`config.mk`:
```
export PLATFORM = sky130hd
export DESIGN_NAME = rccs_top
export DESIGN_NICKNAME = d
export VERILOG_FILES = /design/src/design/rccs_pkg.sv /design/src/design/rccs_top.sv /design/src/design/rccs_sync.sv /design/src/design/rccs_durmem.sv
export VERILOG_INCLUDE_DIRS = /design/src /design/src/design
export SDC_FILE = /design/constraint.sdc
export NUM_CORES = 1
export LEC_CHECK = 0
export ABC_AREA = 1
export ABC_CLOCK_PERIOD_IN_PS = 13100
export CAP_MARGIN = 20
export CORE_MARGIN = 5
export CORE_UTILIZATION = 64
export CTS_BUF_LIST = sky130_fd_sc_hd__clkbuf_4 sky130_fd_sc_hd__clkbuf_8 sky130_fd_sc_hd__clkbuf_16
export DETAILED_ROUTE_END_ITERATION = 8
export DONT_BUFFER_PORTS = 1
export HOLD_SLACK_MARGIN = 0.03
export PLACE_DENSITY_LB_ADDON = 0.1
export REMOVE_ABC_BUFFERS = 1
export SETUP_SLACK_MARGIN = 0.1
export SLEW_MARGIN = 20
export SYNTH_ARGS = -nofsm -noshare
export SYNTH_HDL_FRONTEND = slang
export SYNTH_SLANG_ARGS = --single-unit
```
`constraint.sdc`:
```
create_clock -name clk -period 13.1 [get_ports clk]
set_clock_uncertainty 0.1 [all_clocks]
set_input_delay 1.31 -clock clk [delete_from_list [all_inputs] [get_ports clk]]
set_output_delay 1.31 -clock clk [all_outputs]
set_load 0.01 [all_outputs]
```
`src/design/rccs_regs.svh`:
```
// register offsets, field positions, reset values and timing counts of the command check sequencer
`ifndef RCCS_REGS_SVH
`define RCCS_REGS_SVH
`define RCCS_OFF_CTRL 8'h00
`define RCCS_OFF_CMD 8'h04
`define RCCS_OFF_LIMLO 8'h08
`define RCCS_OFF_LIMHI 8'h0C
`define RCCS_OFF_STATUS 8'h10
`define RCCS_OFF_FAULT 8'h14
`define RCCS_OFF_MEAS 8'h18
`define RCCS_OFF_DUR0 8'h20
`define RCCS_CTRL_ENABLE 0
`define RCCS_CTRL_SELFTEST 1
`define RCCS_CMD_GO 8
`define RCCS_CMD_CHECKED 9
`define RCCS_FLT_DUR 0
`define RCCS_FLT_VOLT 1
`define RCCS_FLT_READBACK 2
`define RCCS_FLT_RES 3
`define RCCS_FLT_SELFTEST 4
`define RCCS_FLT_SUPPLY 5
`define RCCS_LIMLO_RESET 16'h000A
`define RCCS_LIMHI_RESET 16'h03E8
`define RCCS_MEAS_MIN 16'h000A
`define RCCS_MEAS_MAX 16'h03E8
`define RCCS_OHM_PER_LSB 10
`define RCCS_CLK_MHZ 200
`define RCCS_SETTLE_US 10
`define RCCS_SETTLE_CYC ((`RCCS_SETTLE_US * `RCCS_CLK_MHZ))
`define RCCS_TICK_US 1000
`define RCCS_TICK_CYC ((`RCCS_TICK_US * `RCCS_CLK_MHZ))
`endif

```
`src/design/rccs_pkg.sv`:
```
// types shared by the command check sequencer
package rccs_pkg;
  typedef enum logic [2:0] {
    RCCS_IDLE,
    RCCS_CHECK,
    RCCS_MEASURE,
    RCCS_SWITCH,
    RCCS_RELEASE
  } rccs_state_t;

  typedef struct packed {
    logic [31:0] adr;
    logic [31:0] dat;
    logic [3:0] sel;
    logic we;
    logic stb;
    logic cyc;
  } rccs_wb_req_t;

  typedef struct packed {
    logic fault;
    logic supply;
    logic release_on;
    logic [3:0] outputs;
  } rccs_leds_t;
endpackage

```
`src/design/rccs_top.sv`:
```
// relay command check sequencer: command outputs, resistance check, supervision and leds
`timescale 1ns/1ps
`include "rccs_regs.svh"

// How it works
// - check ensures exactly one interposing relay
// - checked flag selects one-and-a-half pole check
// - inside both limits releases, acknowledges positively
// - outside limits blocks output, flags fault
// - check starts after relay on and order
// - check relay connects measuring circuit
// - pass: drop check relay, then release
// - duration overrun resets all outputs
// - each output timed by its configured duration
// - coil voltage watched, only while check or release relay on
// - read back compared with commanded pattern
// - any supervision fault cancels command
// - self-tests at init and run, reported
// - four command outputs, one common return
// - limits compared in 10 ohm steps
// - red led on any fault
// - red led on relay supply failure
// - green led while release relay active
// - yellow led per active output
module rccs_top #(
  parameter int NOUT = 4,
  parameter int DW = 16,
  parameter int SETTLE_CYC = `RCCS_SETTLE_CYC,
  parameter int TICK_CYC = `RCCS_TICK_CYC
) (
  input wire logic clk,
  input wire logic reset,
  input wire logic wb_cyc_i,
  input wire logic wb_stb_i,
  input wire logic wb_we_i,
  input wire logic [31:0] wb_adr_i,
  input wire logic [31:0] wb_dat_i,
  input wire logic [3:0] wb_sel_i,
  output logic [31:0] wb_dat_o,
  output logic wb_ack_o,
  output logic [NOUT-1:0] command_output_relays,
  output logic check_relay,
  output logic release_relay,
  input wire logic [NOUT-1:0] readback_pins,
  input wire logic coil_voltage_ok_pin,
  input wire logic external_supply_voltage_ok_pin,
  input wire logic meas_valid_pin,
  input wire logic [DW-1:0] meas_value,
  output logic err_led,
  output logic supply_fail_led,
  output logic release_active_led,
  output logic [NOUT-1:0] output_active_leds
);
  // ----------------------------------------
  // declarations
  // ----------------------------------------
  rccs_pkg::rccs_wb_req_t req;
  rccs_pkg::rccs_state_t state_q, state_d;
  rccs_pkg::rccs_leds_t leds_d;
  logic enable_q;
  logic selftest_q;
  logic [DW-1:0] lim_lo_q;
  logic [DW-1:0] lim_hi_q;
  logic [DW-1:0] meas_q;
  logic [5:0] fault_q;
  logic [NOUT-1:0] out_q;
  logic [NOUT-1:0] pend_sel_q;
  logic ack_pos_q;
  logic busy_q;
  logic [31:0] timer_q;
  logic [31:0] tick_q;
  logic [DW-1:0] dur_cnt_q [NOUT];
  logic [1:0] scan_q;
  logic [DW-1:0] dur_lim;
  logic [DW-1:0] dur_lim_q [NOUT];
  logic [NOUT-1:0] rb_s;
  logic cv_s;
  logic sup_fail_s;
  logic mv_s;
  logic init_test_q;
  logic [31:0] rb_wait_q;
  logic [NOUT-1:0] out_prev_q;
  logic [NOUT-1:0] dur_set_q;
  logic rd_ok_q;

  // ----------------------------------------
  // pin synchronisers
  // ----------------------------------------
  rccs_sync #(.WIDTH(NOUT + 3)) u_sync (
    .clk(clk),
    .reset(reset),
    .din({readback_pins, coil_voltage_ok_pin, ~external_supply_voltage_ok_pin, meas_valid_pin}),
    .dout({rb_s, cv_s, sup_fail_s, mv_s}) // supply sense inverted, reset reads as supply good
  );

  // ----------------------------------------
  // wishbone decode
  // ----------------------------------------
  assign req = '{adr: wb_adr_i, dat: wb_dat_i, sel: wb_sel_i, we: wb_we_i, stb: wb_stb_i, cyc: wb_cyc_i};
  wire acc = req.cyc && req.stb && !wb_ack_o;
  wire wr = acc && req.we && req.sel[0];
  wire [7:0] off = req.adr[7:0];
  wire wr_ctrl = wr && off == `RCCS_OFF_CTRL;
  wire wr_cmd = wr && off == `RCCS_OFF_CMD;
  wire wr_lo = wr && off == `RCCS_OFF_LIMLO;
  wire wr_hi = wr && off == `RCCS_OFF_LIMHI;
  wire wr_fault = wr && off == `RCCS_OFF_FAULT;
  wire wr_dur = wr && off[7:4] == 4'h2 && off[1:0] == 2'b00;
  wire [1:0] dur_idx = off[3:2];
  wire [NOUT-1:0] cmd_bits = req.dat[NOUT-1:0];
  wire cmd_go = wr_cmd && req.dat[`RCCS_CMD_GO];
  wire cmd_checked = req.dat[`RCCS_CMD_CHECKED];
  wire [15:0] wdat16 = req.dat[15:0];

  // ----------------------------------------
  // duration limit memory
  // ----------------------------------------
  rccs_durmem #(.DEPTH(NOUT), .AW(2), .DW(DW)) u_dur (
    .clk(clk),
    .we(wr_dur),
    .waddr(dur_idx),
    .wdata(wdat16),
    .raddr(scan_q),
    .rdata(dur_lim)
  );

  // ----------------------------------------
  // supervision terms
  // ----------------------------------------
  // exactly one output selected for a checked command
  wire one_hot = cmd_bits != '0 && (cmd_bits & (cmd_bits - 1'b1)) == '0;
  wire in_lim = meas_q >= lim_lo_q && meas_q <= lim_hi_q;
  wire meas_range = meas_value >= `RCCS_MEAS_MIN && meas_value <= `RCCS_MEAS_MAX;
  wire timer_done = timer_q == 32'h0000_0000;
  wire tick = tick_q == 32'h0000_0000;
  wire volt_fault = (check_relay || release_relay) && !cv_s;
  wire rb_settled = rb_wait_q == 32'h0000_0000 && out_prev_q == out_q; // relays had time to follow
  wire rb_fault = (rb_s != out_q) && rb_settled && state_q == rccs_pkg::RCCS_IDLE;
  wire supply_fault = sup_fail_s;
  logic [NOUT-1:0] dur_over;
  wire any_fault = volt_fault || rb_fault || (dur_over != '0) || supply_fault;
  wire selftest_fault = selftest_q && (rb_s != out_q);

  // per-output duration compare against its limit
  genvar g;
  generate
    for (g = 0; g < NOUT; g++) begin : g_dur
      assign dur_over[g] = out_q[g] && dur_lim_q[g] != '0 && dur_cnt_q[g] >= dur_lim_q[g];
      always_ff @(posedge clk or posedge reset) begin
        if (reset) begin
          dur_cnt_q[g] <= '0;
          dur_lim_q[g] <= '0;
        end else begin
          if (scan_q == 2'(g + 1)) begin
            dur_lim_q[g] <= rd_ok_q ? dur_lim : '0; // read data lags the scan address by one
          end
          if (!out_q[g]) begin
            dur_cnt_q[g] <= '0;
          end else if (tick && dur_cnt_q[g] != '1) begin
            dur_cnt_q[g] <= dur_cnt_q[g] + 1'b1;
          end
        end
      end
    end
  endgenerate

  // ----------------------------------------
  // check sequencer
  // ----------------------------------------
  // one checked command at a time, release gated by pass
  always_comb begin
    state_d = state_q;
    case (state_q)
      rccs_pkg::RCCS_IDLE: begin
        if (cmd_go && cmd_checked && one_hot && enable_q && !busy_q) begin
          state_d = rccs_pkg::RCCS_CHECK;
        end
      end
      rccs_pkg::RCCS_CHECK: begin
        if (any_fault) begin
          state_d = rccs_pkg::RCCS_IDLE;
        end else if (timer_done) begin
          state_d = rccs_pkg::RCCS_MEASURE;
        end
      end
      rccs_pkg::RCCS_MEASURE: begin
        if (any_fault) begin
          state_d = rccs_pkg::RCCS_IDLE;
        end else if (mv_s && timer_done) begin
          state_d = rccs_pkg::RCCS_SWITCH;
        end
      end
      rccs_pkg::RCCS_SWITCH: begin
        if (!in_lim || any_fault) begin
          state_d = rccs_pkg::RCCS_IDLE;
        end else if (timer_done) begin
          state_d = rccs_pkg::RCCS_RELEASE;
        end
      end
      rccs_pkg::RCCS_RELEASE: begin
        if (any_fault || out_q == '0) begin
          state_d = rccs_pkg::RCCS_IDLE;
        end
      end
      default: begin
        state_d = rccs_pkg::RCCS_IDLE;
      end
    endcase
  end

  // state, timers and measurement capture
  always_ff @(posedge clk or posedge reset) begin
    if (reset) begin
      state_q <= rccs_pkg::RCCS_IDLE;
      timer_q <= 32'h0000_0000;
      tick_q <= 32'h0000_0000;
      meas_q <= '0;
      scan_q <= 2'h0;
      rb_wait_q <= 32'h0000_0000;
      out_prev_q <= '0;
      dur_set_q <= '0;
      rd_ok_q <= 1'b0;
    end else begin
      state_q <= state_d;
      scan_q <= scan_q + 2'h1;
      rd_ok_q <= dur_set_q[scan_q];
      dur_set_q <= wr_dur ? dur_set_q | (NOUT'(1) << dur_idx) : dur_set_q;
      out_prev_q <= out_q;
      rb_wait_q <= out_prev_q != out_q ? 32'(SETTLE_CYC) : rb_wait_q - 32'(rb_wait_q != 32'h0000_0000);
      tick_q <= tick ? 32'(TICK_CYC - 1) : tick_q - 32'h0000_0001;
      if (state_d != state_q) begin
        timer_q <= 32'(SETTLE_CYC);
      end else if (!timer_done) begin
        timer_q <= timer_q - 32'h0000_0001;
      end
      if (state_q == rccs_pkg::RCCS_MEASURE && mv_s) begin
        meas_q <= meas_range ? meas_value : '1;
      end
    end
  end

  // ----------------------------------------
  // outputs and relays
  // ----------------------------------------
  assign command_output_relays = out_q; // port follows the output register
  always_ff @(posedge clk or posedge reset) begin
    if (reset) begin
      out_q <= '0;
      pend_sel_q <= '0;
      check_relay <= 1'b0;
      release_relay <= 1'b0;
      busy_q <= 1'b0;
      ack_pos_q <= 1'b0;
    end else begin
      check_relay <= state_d == rccs_pkg::RCCS_CHECK || state_d == rccs_pkg::RCCS_MEASURE;
      release_relay <= state_d == rccs_pkg::RCCS_RELEASE;
      busy_q <= state_d != rccs_pkg::RCCS_IDLE;
      if (state_q == rccs_pkg::RCCS_SWITCH && state_d == rccs_pkg::RCCS_RELEASE) begin
        ack_pos_q <= 1'b1;
      end else if (cmd_go) begin
        ack_pos_q <= 1'b0;
      end
      if (any_fault || selftest_fault || !enable_q) begin
        out_q <= '0;
      end else if (state_q == rccs_pkg::RCCS_SWITCH && !in_lim) begin
        out_q <= '0;
      end else if (cmd_go && cmd_checked && state_q == rccs_pkg::RCCS_IDLE && one_hot) begin
        out_q <= cmd_bits;
        pend_sel_q <= cmd_bits;
      end else if (cmd_go && !cmd_checked && !busy_q) begin
        out_q <= cmd_bits;
      end else if (wr_cmd && !req.dat[`RCCS_CMD_GO]) begin
        out_q <= cmd_bits & out_q;
      end
    end
  end

  // ----------------------------------------
  // configuration and fault registers
  // ----------------------------------------
  // sticky faults: a new event beats a software clear
  always_ff @(posedge clk or posedge reset) begin
    if (reset) begin
      enable_q <= 1'b0;
      selftest_q <= 1'b0;
      init_test_q <= 1'b1;
      lim_lo_q <= `RCCS_LIMLO_RESET;
      lim_hi_q <= `RCCS_LIMHI_RESET;
      fault_q <= '0;
    end else begin
      if (wr_ctrl) begin
        enable_q <= req.dat[`RCCS_CTRL_ENABLE];
      end
      selftest_q <= (wr_ctrl && req.dat[`RCCS_CTRL_SELFTEST]) || init_test_q;
      init_test_q <= 1'b0;
      if (wr_lo) begin
        lim_lo_q <= wdat16;
      end
      if (wr_hi) begin
        lim_hi_q <= wdat16;
      end
      fault_q <= (wr_fault ? fault_q & ~req.dat[5:0] : fault_q) | {
        supply_fault,
        selftest_fault,
        state_q == rccs_pkg::RCCS_SWITCH && !in_lim,
        rb_fault,
        volt_fault,
        dur_over != '0
      };
    end
  end

  // ----------------------------------------
  // read mux and bus answer
  // ----------------------------------------
  wire [31:0] rd_status = {24'h00_0000, ack_pos_q, busy_q, 2'h0, out_q};
  wire [31:0] rd_mux =
    off == `RCCS_OFF_CTRL ? {30'h0000_0000, selftest_q, enable_q} :
    off == `RCCS_OFF_CMD ? {28'h000_0000, pend_sel_q} :
    off == `RCCS_OFF_LIMLO ? {16'h0000, lim_lo_q} :
    off == `RCCS_OFF_LIMHI ? {16'h0000, lim_hi_q} :
    off == `RCCS_OFF_STATUS ? rd_status :
    off == `RCCS_OFF_FAULT ? {26'h000_0000, fault_q} :
    off == `RCCS_OFF_MEAS ? {16'h0000, meas_q} : 32'h0000_0000;

  // single-cycle ack, data registered
  always_ff @(posedge clk or posedge reset) begin
    if (reset) begin
      wb_ack_o <= 1'b0;
      wb_dat_o <= 32'h0000_0000;
    end else begin
      wb_ack_o <= acc;
      wb_dat_o <= acc && !req.we ? rd_mux : 32'h0000_0000;
    end
  end

  // ----------------------------------------
  // indicators
  // ----------------------------------------
  assign leds_d = '{fault: fault_q != '0 || any_fault, supply: supply_fault,
    release_on: release_relay, outputs: rb_s};
  always_ff @(posedge clk or posedge reset) begin
    if (reset) begin
      err_led <= 1'b0;
      supply_fail_led <= 1'b0;
      release_active_led <= 1'b0;
      output_active_leds <= '0;
    end else begin
      err_led <= leds_d.fault;
      supply_fail_led <= leds_d.supply;
      release_active_led <= leds_d.release_on;
      output_active_leds <= leds_d.outputs;
    end
  end
endmodule

```
`src/design/rccs_sync.sv`:
```
// three-stage synchroniser for pin inputs, change taken when stages two and three agree
`timescale 1ns/1ps
module rccs_sync #(
  parameter int WIDTH = 1
) (
  input wire logic clk,
  input wire logic reset,
  input wire logic [WIDTH-1:0] din,
  output logic [WIDTH-1:0] dout
);
  logic [WIDTH-1:0] s1_q;
  logic [WIDTH-1:0] s2_q;
  logic [WIDTH-1:0] s3_q;

  // per-bit chain and agreement filter
  genvar i;
  generate
    for (i = 0; i < WIDTH; i++) begin : g_bit
      always_ff @(posedge clk or posedge reset) begin
        if (reset) begin
          s1_q[i] <= 1'b0;
          s2_q[i] <= 1'b0;
          s3_q[i] <= 1'b0;
          dout[i] <= 1'b0;
        end else begin
          s1_q[i] <= din[i];
          s2_q[i] <= s1_q[i];
          s3_q[i] <= s2_q[i];
          if (s2_q[i] == s3_q[i]) begin
            dout[i] <= s3_q[i];
          end
        end
      end
    end
  endgenerate
endmodule

```
`src/design/rccs_durmem.sv`:
```
// small memory of per-output duration limits, registered read
`timescale 1ns/1ps
module rccs_durmem #(
  parameter int DEPTH = 4,
  parameter int AW = 2,
  parameter int DW = 16
) (
  input wire logic clk,
  input wire logic we,
  input wire logic [AW-1:0] waddr,
  input wire logic [DW-1:0] wdata,
  input wire logic [AW-1:0] raddr,
  output logic [DW-1:0] rdata
);
  logic [DW-1:0] mem [DEPTH];

  // write port and registered read port
  always_ff @(posedge clk) begin
    if (we) begin
      mem[waddr] <= wdata;
    end
    rdata <= mem[raddr];
  end
endmodule

```
==> impl_results.md <==
* Ant. Diodes at 0
* Ys Warns at 0
* Nature of the critical path startpoint: input port
* Wire per inst at 16.3 um
* Setup_tns at 0 ps
* Core area at 0.0344 mm^2
* Worst slew margin at 32.8%
* Area of the die at 0.0385 mm^2
* Clk pwr share at 48.9%
* Combinational power share at 1.8%
* Placed cell count at 2,946
* Fin crit share at 28.0%
* Status: completed
* Post-DP HPWL at 34,400 um
* Post-synth EDFFs at 64
* Pleak at 11.0 nW
* Fin. Hold Viols at 0
* Mapped cell area at 0.0222 mm^2
* Postcts setup bufs at 0
* FFs w/ async S/R, synth at 81.8%
* First-pass GRT wire length at 81,800 um
* Worst-Skew Late Latency at 580 ps
* WP data required at 13,480 ps
* Cts repair resizes at 0
* Netlist cell types at 64
* Crit path top cell by count: nor2_1
* Final Worst Setup Slack at 9430 ps
* Drt initial violations at 1,183
* CTS root buffer: clkbuf_16
* Met2 WL at 23,700 um
* # setup viols final at 0
* PortBufs at 0
* Drt drc at 0
* Flop pwr share at 49.3%
* Largest net degree at the start of global routing at 143
* WL met1 at 21,600 um
* Placement Setup Slack at 8950 ps
* Layout cells sized above 1 at 8.23%
* Min Tclk post-route at 3670 ps
* Met3 routed WL at 2880 um
* Die height at 196 um
* Max rail drop VDD at 0.112 mV
* Routability Congestion at 0.912
* Hold WC Path Type: reg -> reg
* Via density at 5.63
* Grt ovf at 0
* Cts bufs inserted at 46
* Switching part of the total at 21.1%
* Worst-path clk slew at 60 ps
* Sequential element share of the synthesized area at 50.6%
* CTS Hold Bufs at 0
* Max_cap viols at 0
* CP Max Fanout at 32
* Routed via count at 17,100
* Syn avg cell area at 8.78 um^2
* Core Rows at 68
* RSZ-0062 raised after global routing: no
* Die Width at 196 um
* Vias in the first global route at 16,600
* Worst path top cell family by delay: simple AND/OR/NAND/NOR gates
* Fin cells at 3,031
* Top Ports at 142
* Commonest register cell after synthesis: dfrtp_1
* Psw at 0.000599 W
* WP data arrival at 4040 ps
* Nets@finish at 2,745
* #FFs+latches synth at 439
* TritonCTS clock tree: done
* Max clock buf depth at 3
* Pwr dens at 118 mW/mm^2
* Fmax at 0.273 GHz
* Clk sinks at 439
* Starting Density at 64.6%
* Critical path's slowest cell: nand2_1
* Crit path buffers/inverters at 1
* Highest metal used: met4
* Fin. max-slew vios at 0
* H-tree depth at 2
* P_int at 0.00224 W
* Worst Tran Pin Value at 1000 ps
* Cell count after synthesis at 2,527
* Routed Antenna Nets at 0
* Hold_ws at 245 ps
* WL final at 49,400 um
* CP max stage delay at 880 ps
* Critical path, cell by cell: or2_1 > nor2_2 > nand2_2 > nor2_1 > inv_1 > nor2_1 > nand2_1 > o21ai_0
* CP Capture Type: flop
* GRT Total Usage at 25.7%
* Initial antenna violation count at 0
* Area Growth Syn to Fin at 9.02%
* Critical path class: in -> reg
* Drt first pass iters at 7
==> power by group through the flow <==
stage / Sequential, W / Combinational (W) / Clock [W]
2_1_floorplan: 0.00142 / 0.0000395 / 0
3_3_place_gp: 0.00143 / 0.0000521 / 0
3_5_place_dp: 0.00143 / 0.0000535 / 0
4_1_cts: 0.00140 / 0.0000539 / 0.00142
5_1_grt: 0.00140 / 0.0000613 / 0.00147
6_report: 0.00140 / 0.0000523 / 0.00139
==> cell families after synthesis <==
group / Yosys count / synth area share (%)
other cells: 1 / 0.0169
simple gates: 1046 / 21.8
xor+xnor: 59 / 2.33
fa+ha+maj: 117 / 6.52
compound gates: 452 / 11.2
buf+inv: 413 / 7.50
flops: 439 / 50.6
==> sequential cells by signal, summed over array words and instances, names as in the netlist, 4 cells and up <==
name / cells
u_dur.rdata: 16
dur_cnt_q: 64
meas_q: 16
tick_q: 32
rb_wait_q: 32
out_prev_q: 4
lim_lo_q: 16
u_sync.s3_q: 7
output_active_leds: 4
lim_hi_q: 16
command_output_relays: 4
u_dur.mem: 64
u_sync.s1_q: 7
u_sync.dout: 7
wb_dat_o: 16
timer_q: 32
u_sync.s2_q: 7
dur_set_q: 4
fault_q: 6
dur_lim_q: 64
pend_sel_q: 4
==> worst paths after layout <==
| kind | startpoint | endpoint | slack (ps) | depth (start not counted) |
|---|---|---|---|---|
| min reg2reg | u_sync.s1_q[6]$_DFF_PP0_ | u_sync.s2_q[6]$_DFF_PP0_ | 250 | 0 |
| max reg2reg | tick_q[28]$_DFF_PP0_ | dur_cnt_q[39]$_DFFE_PP0P_ | 9640 | 9 |
| max | wb_adr_i[7] | lim_hi_q[8]$_DFFE_PP1P_ | 9430 | 8 |
| min | u_sync.s1_q[6]$_DFF_PP0_ | u_sync.s2_q[6]$_DFF_PP0_ | 250 | 0 |
| max in group asynchronous | reset | dur_cnt_q[25]$_DFFE_PP0P_ | 9750 | 3 |
| min in group asynchronous | reset | u_sync.s3_q[6]$_DFF_PP0_ | 720 | 1 |
==> worst register-to-register path, cell delays in order (launching register included) <==
cell     delay, ps
dfrtp_1        410
or2_1          290
nor2_2         210
nand4_1        140
nor2_1         770
inv_1          550
a31oi_1        490
nand4_1        160
xor2_1         180
nor2_1          50
==> layout by cell type (no fill, tap or decap), types with 40 or more instances in the layout <==
cell type and instances:
clkbuf_16 47, dfrtp_1 350, o21ai_0 228, a21oi_1 130
ha_1 110, edfxtp_1 64, nand4_1 52, nor2_1 304
nor3_1 52, inv_1 328, nand2_1 428, nand3_1 83
xor2_1 40
==> stage by stage <==
step | instance area [um^2] | utilization [%] | total power [W]
after global routing | 24200 | 70.4 | 0.00294
after floorplan | 21900 | - | 0.00146
after global placement | 22600 | 65.7 | 0.00148
after detailed placement | 22600 | 65.7 | 0.00148
final | 24200 | 70.4 | 0.00284
after CTS | 24200 | 70.4 | 0.00287
==> cells in the mapped netlist (all sizes together), types with 7 or more instances <==
master	count	share of area [%]
a221oi	7	0.28
dfrtp	350	39
dfxtp	16	1.4
o211ai	7	0.24
or2	11	0.32
nor3	59	1.5
xor2	40	1.6
o22ai	22	0.62
nand3	88	2.1
inv	345	5.8
dfstp	9	1.1
nor3b	9	0.35
a31oi	12	0.34
a21oi	134	3.1
o21ai	231	5.2
nor2	348	7.0
nand4	54	1.6
a211oi	11	0.37
clkbuf	39	0.66
maj3	7	0.32
ha	110	6.2
edfxtp	64	8.7
buf	27	0.98
nand2	442	7.8
xnor2	19	0.75
nor4	21	0.65
==> routing by layer <==
metal | up-vias | track usage (%)
met4 | 0 | 8.15
met1 | 8199 | 34.9
met2 | 448 | 43.0
met5 | - | 0
met3 | 75 | 4.00
li1 | 8342 | -
==> layout make-up <==
type	instances	area, um^2
flip-flops and latches	439	11200
fillers	2653	10200
multi-input cells	1691	9350
inverters	347	1310
clock buffers	60	1290
well taps	455	569
clock inverters	25	330
repair buffers	14	105
Note: power is estimated with default switching activity, not from simulation.
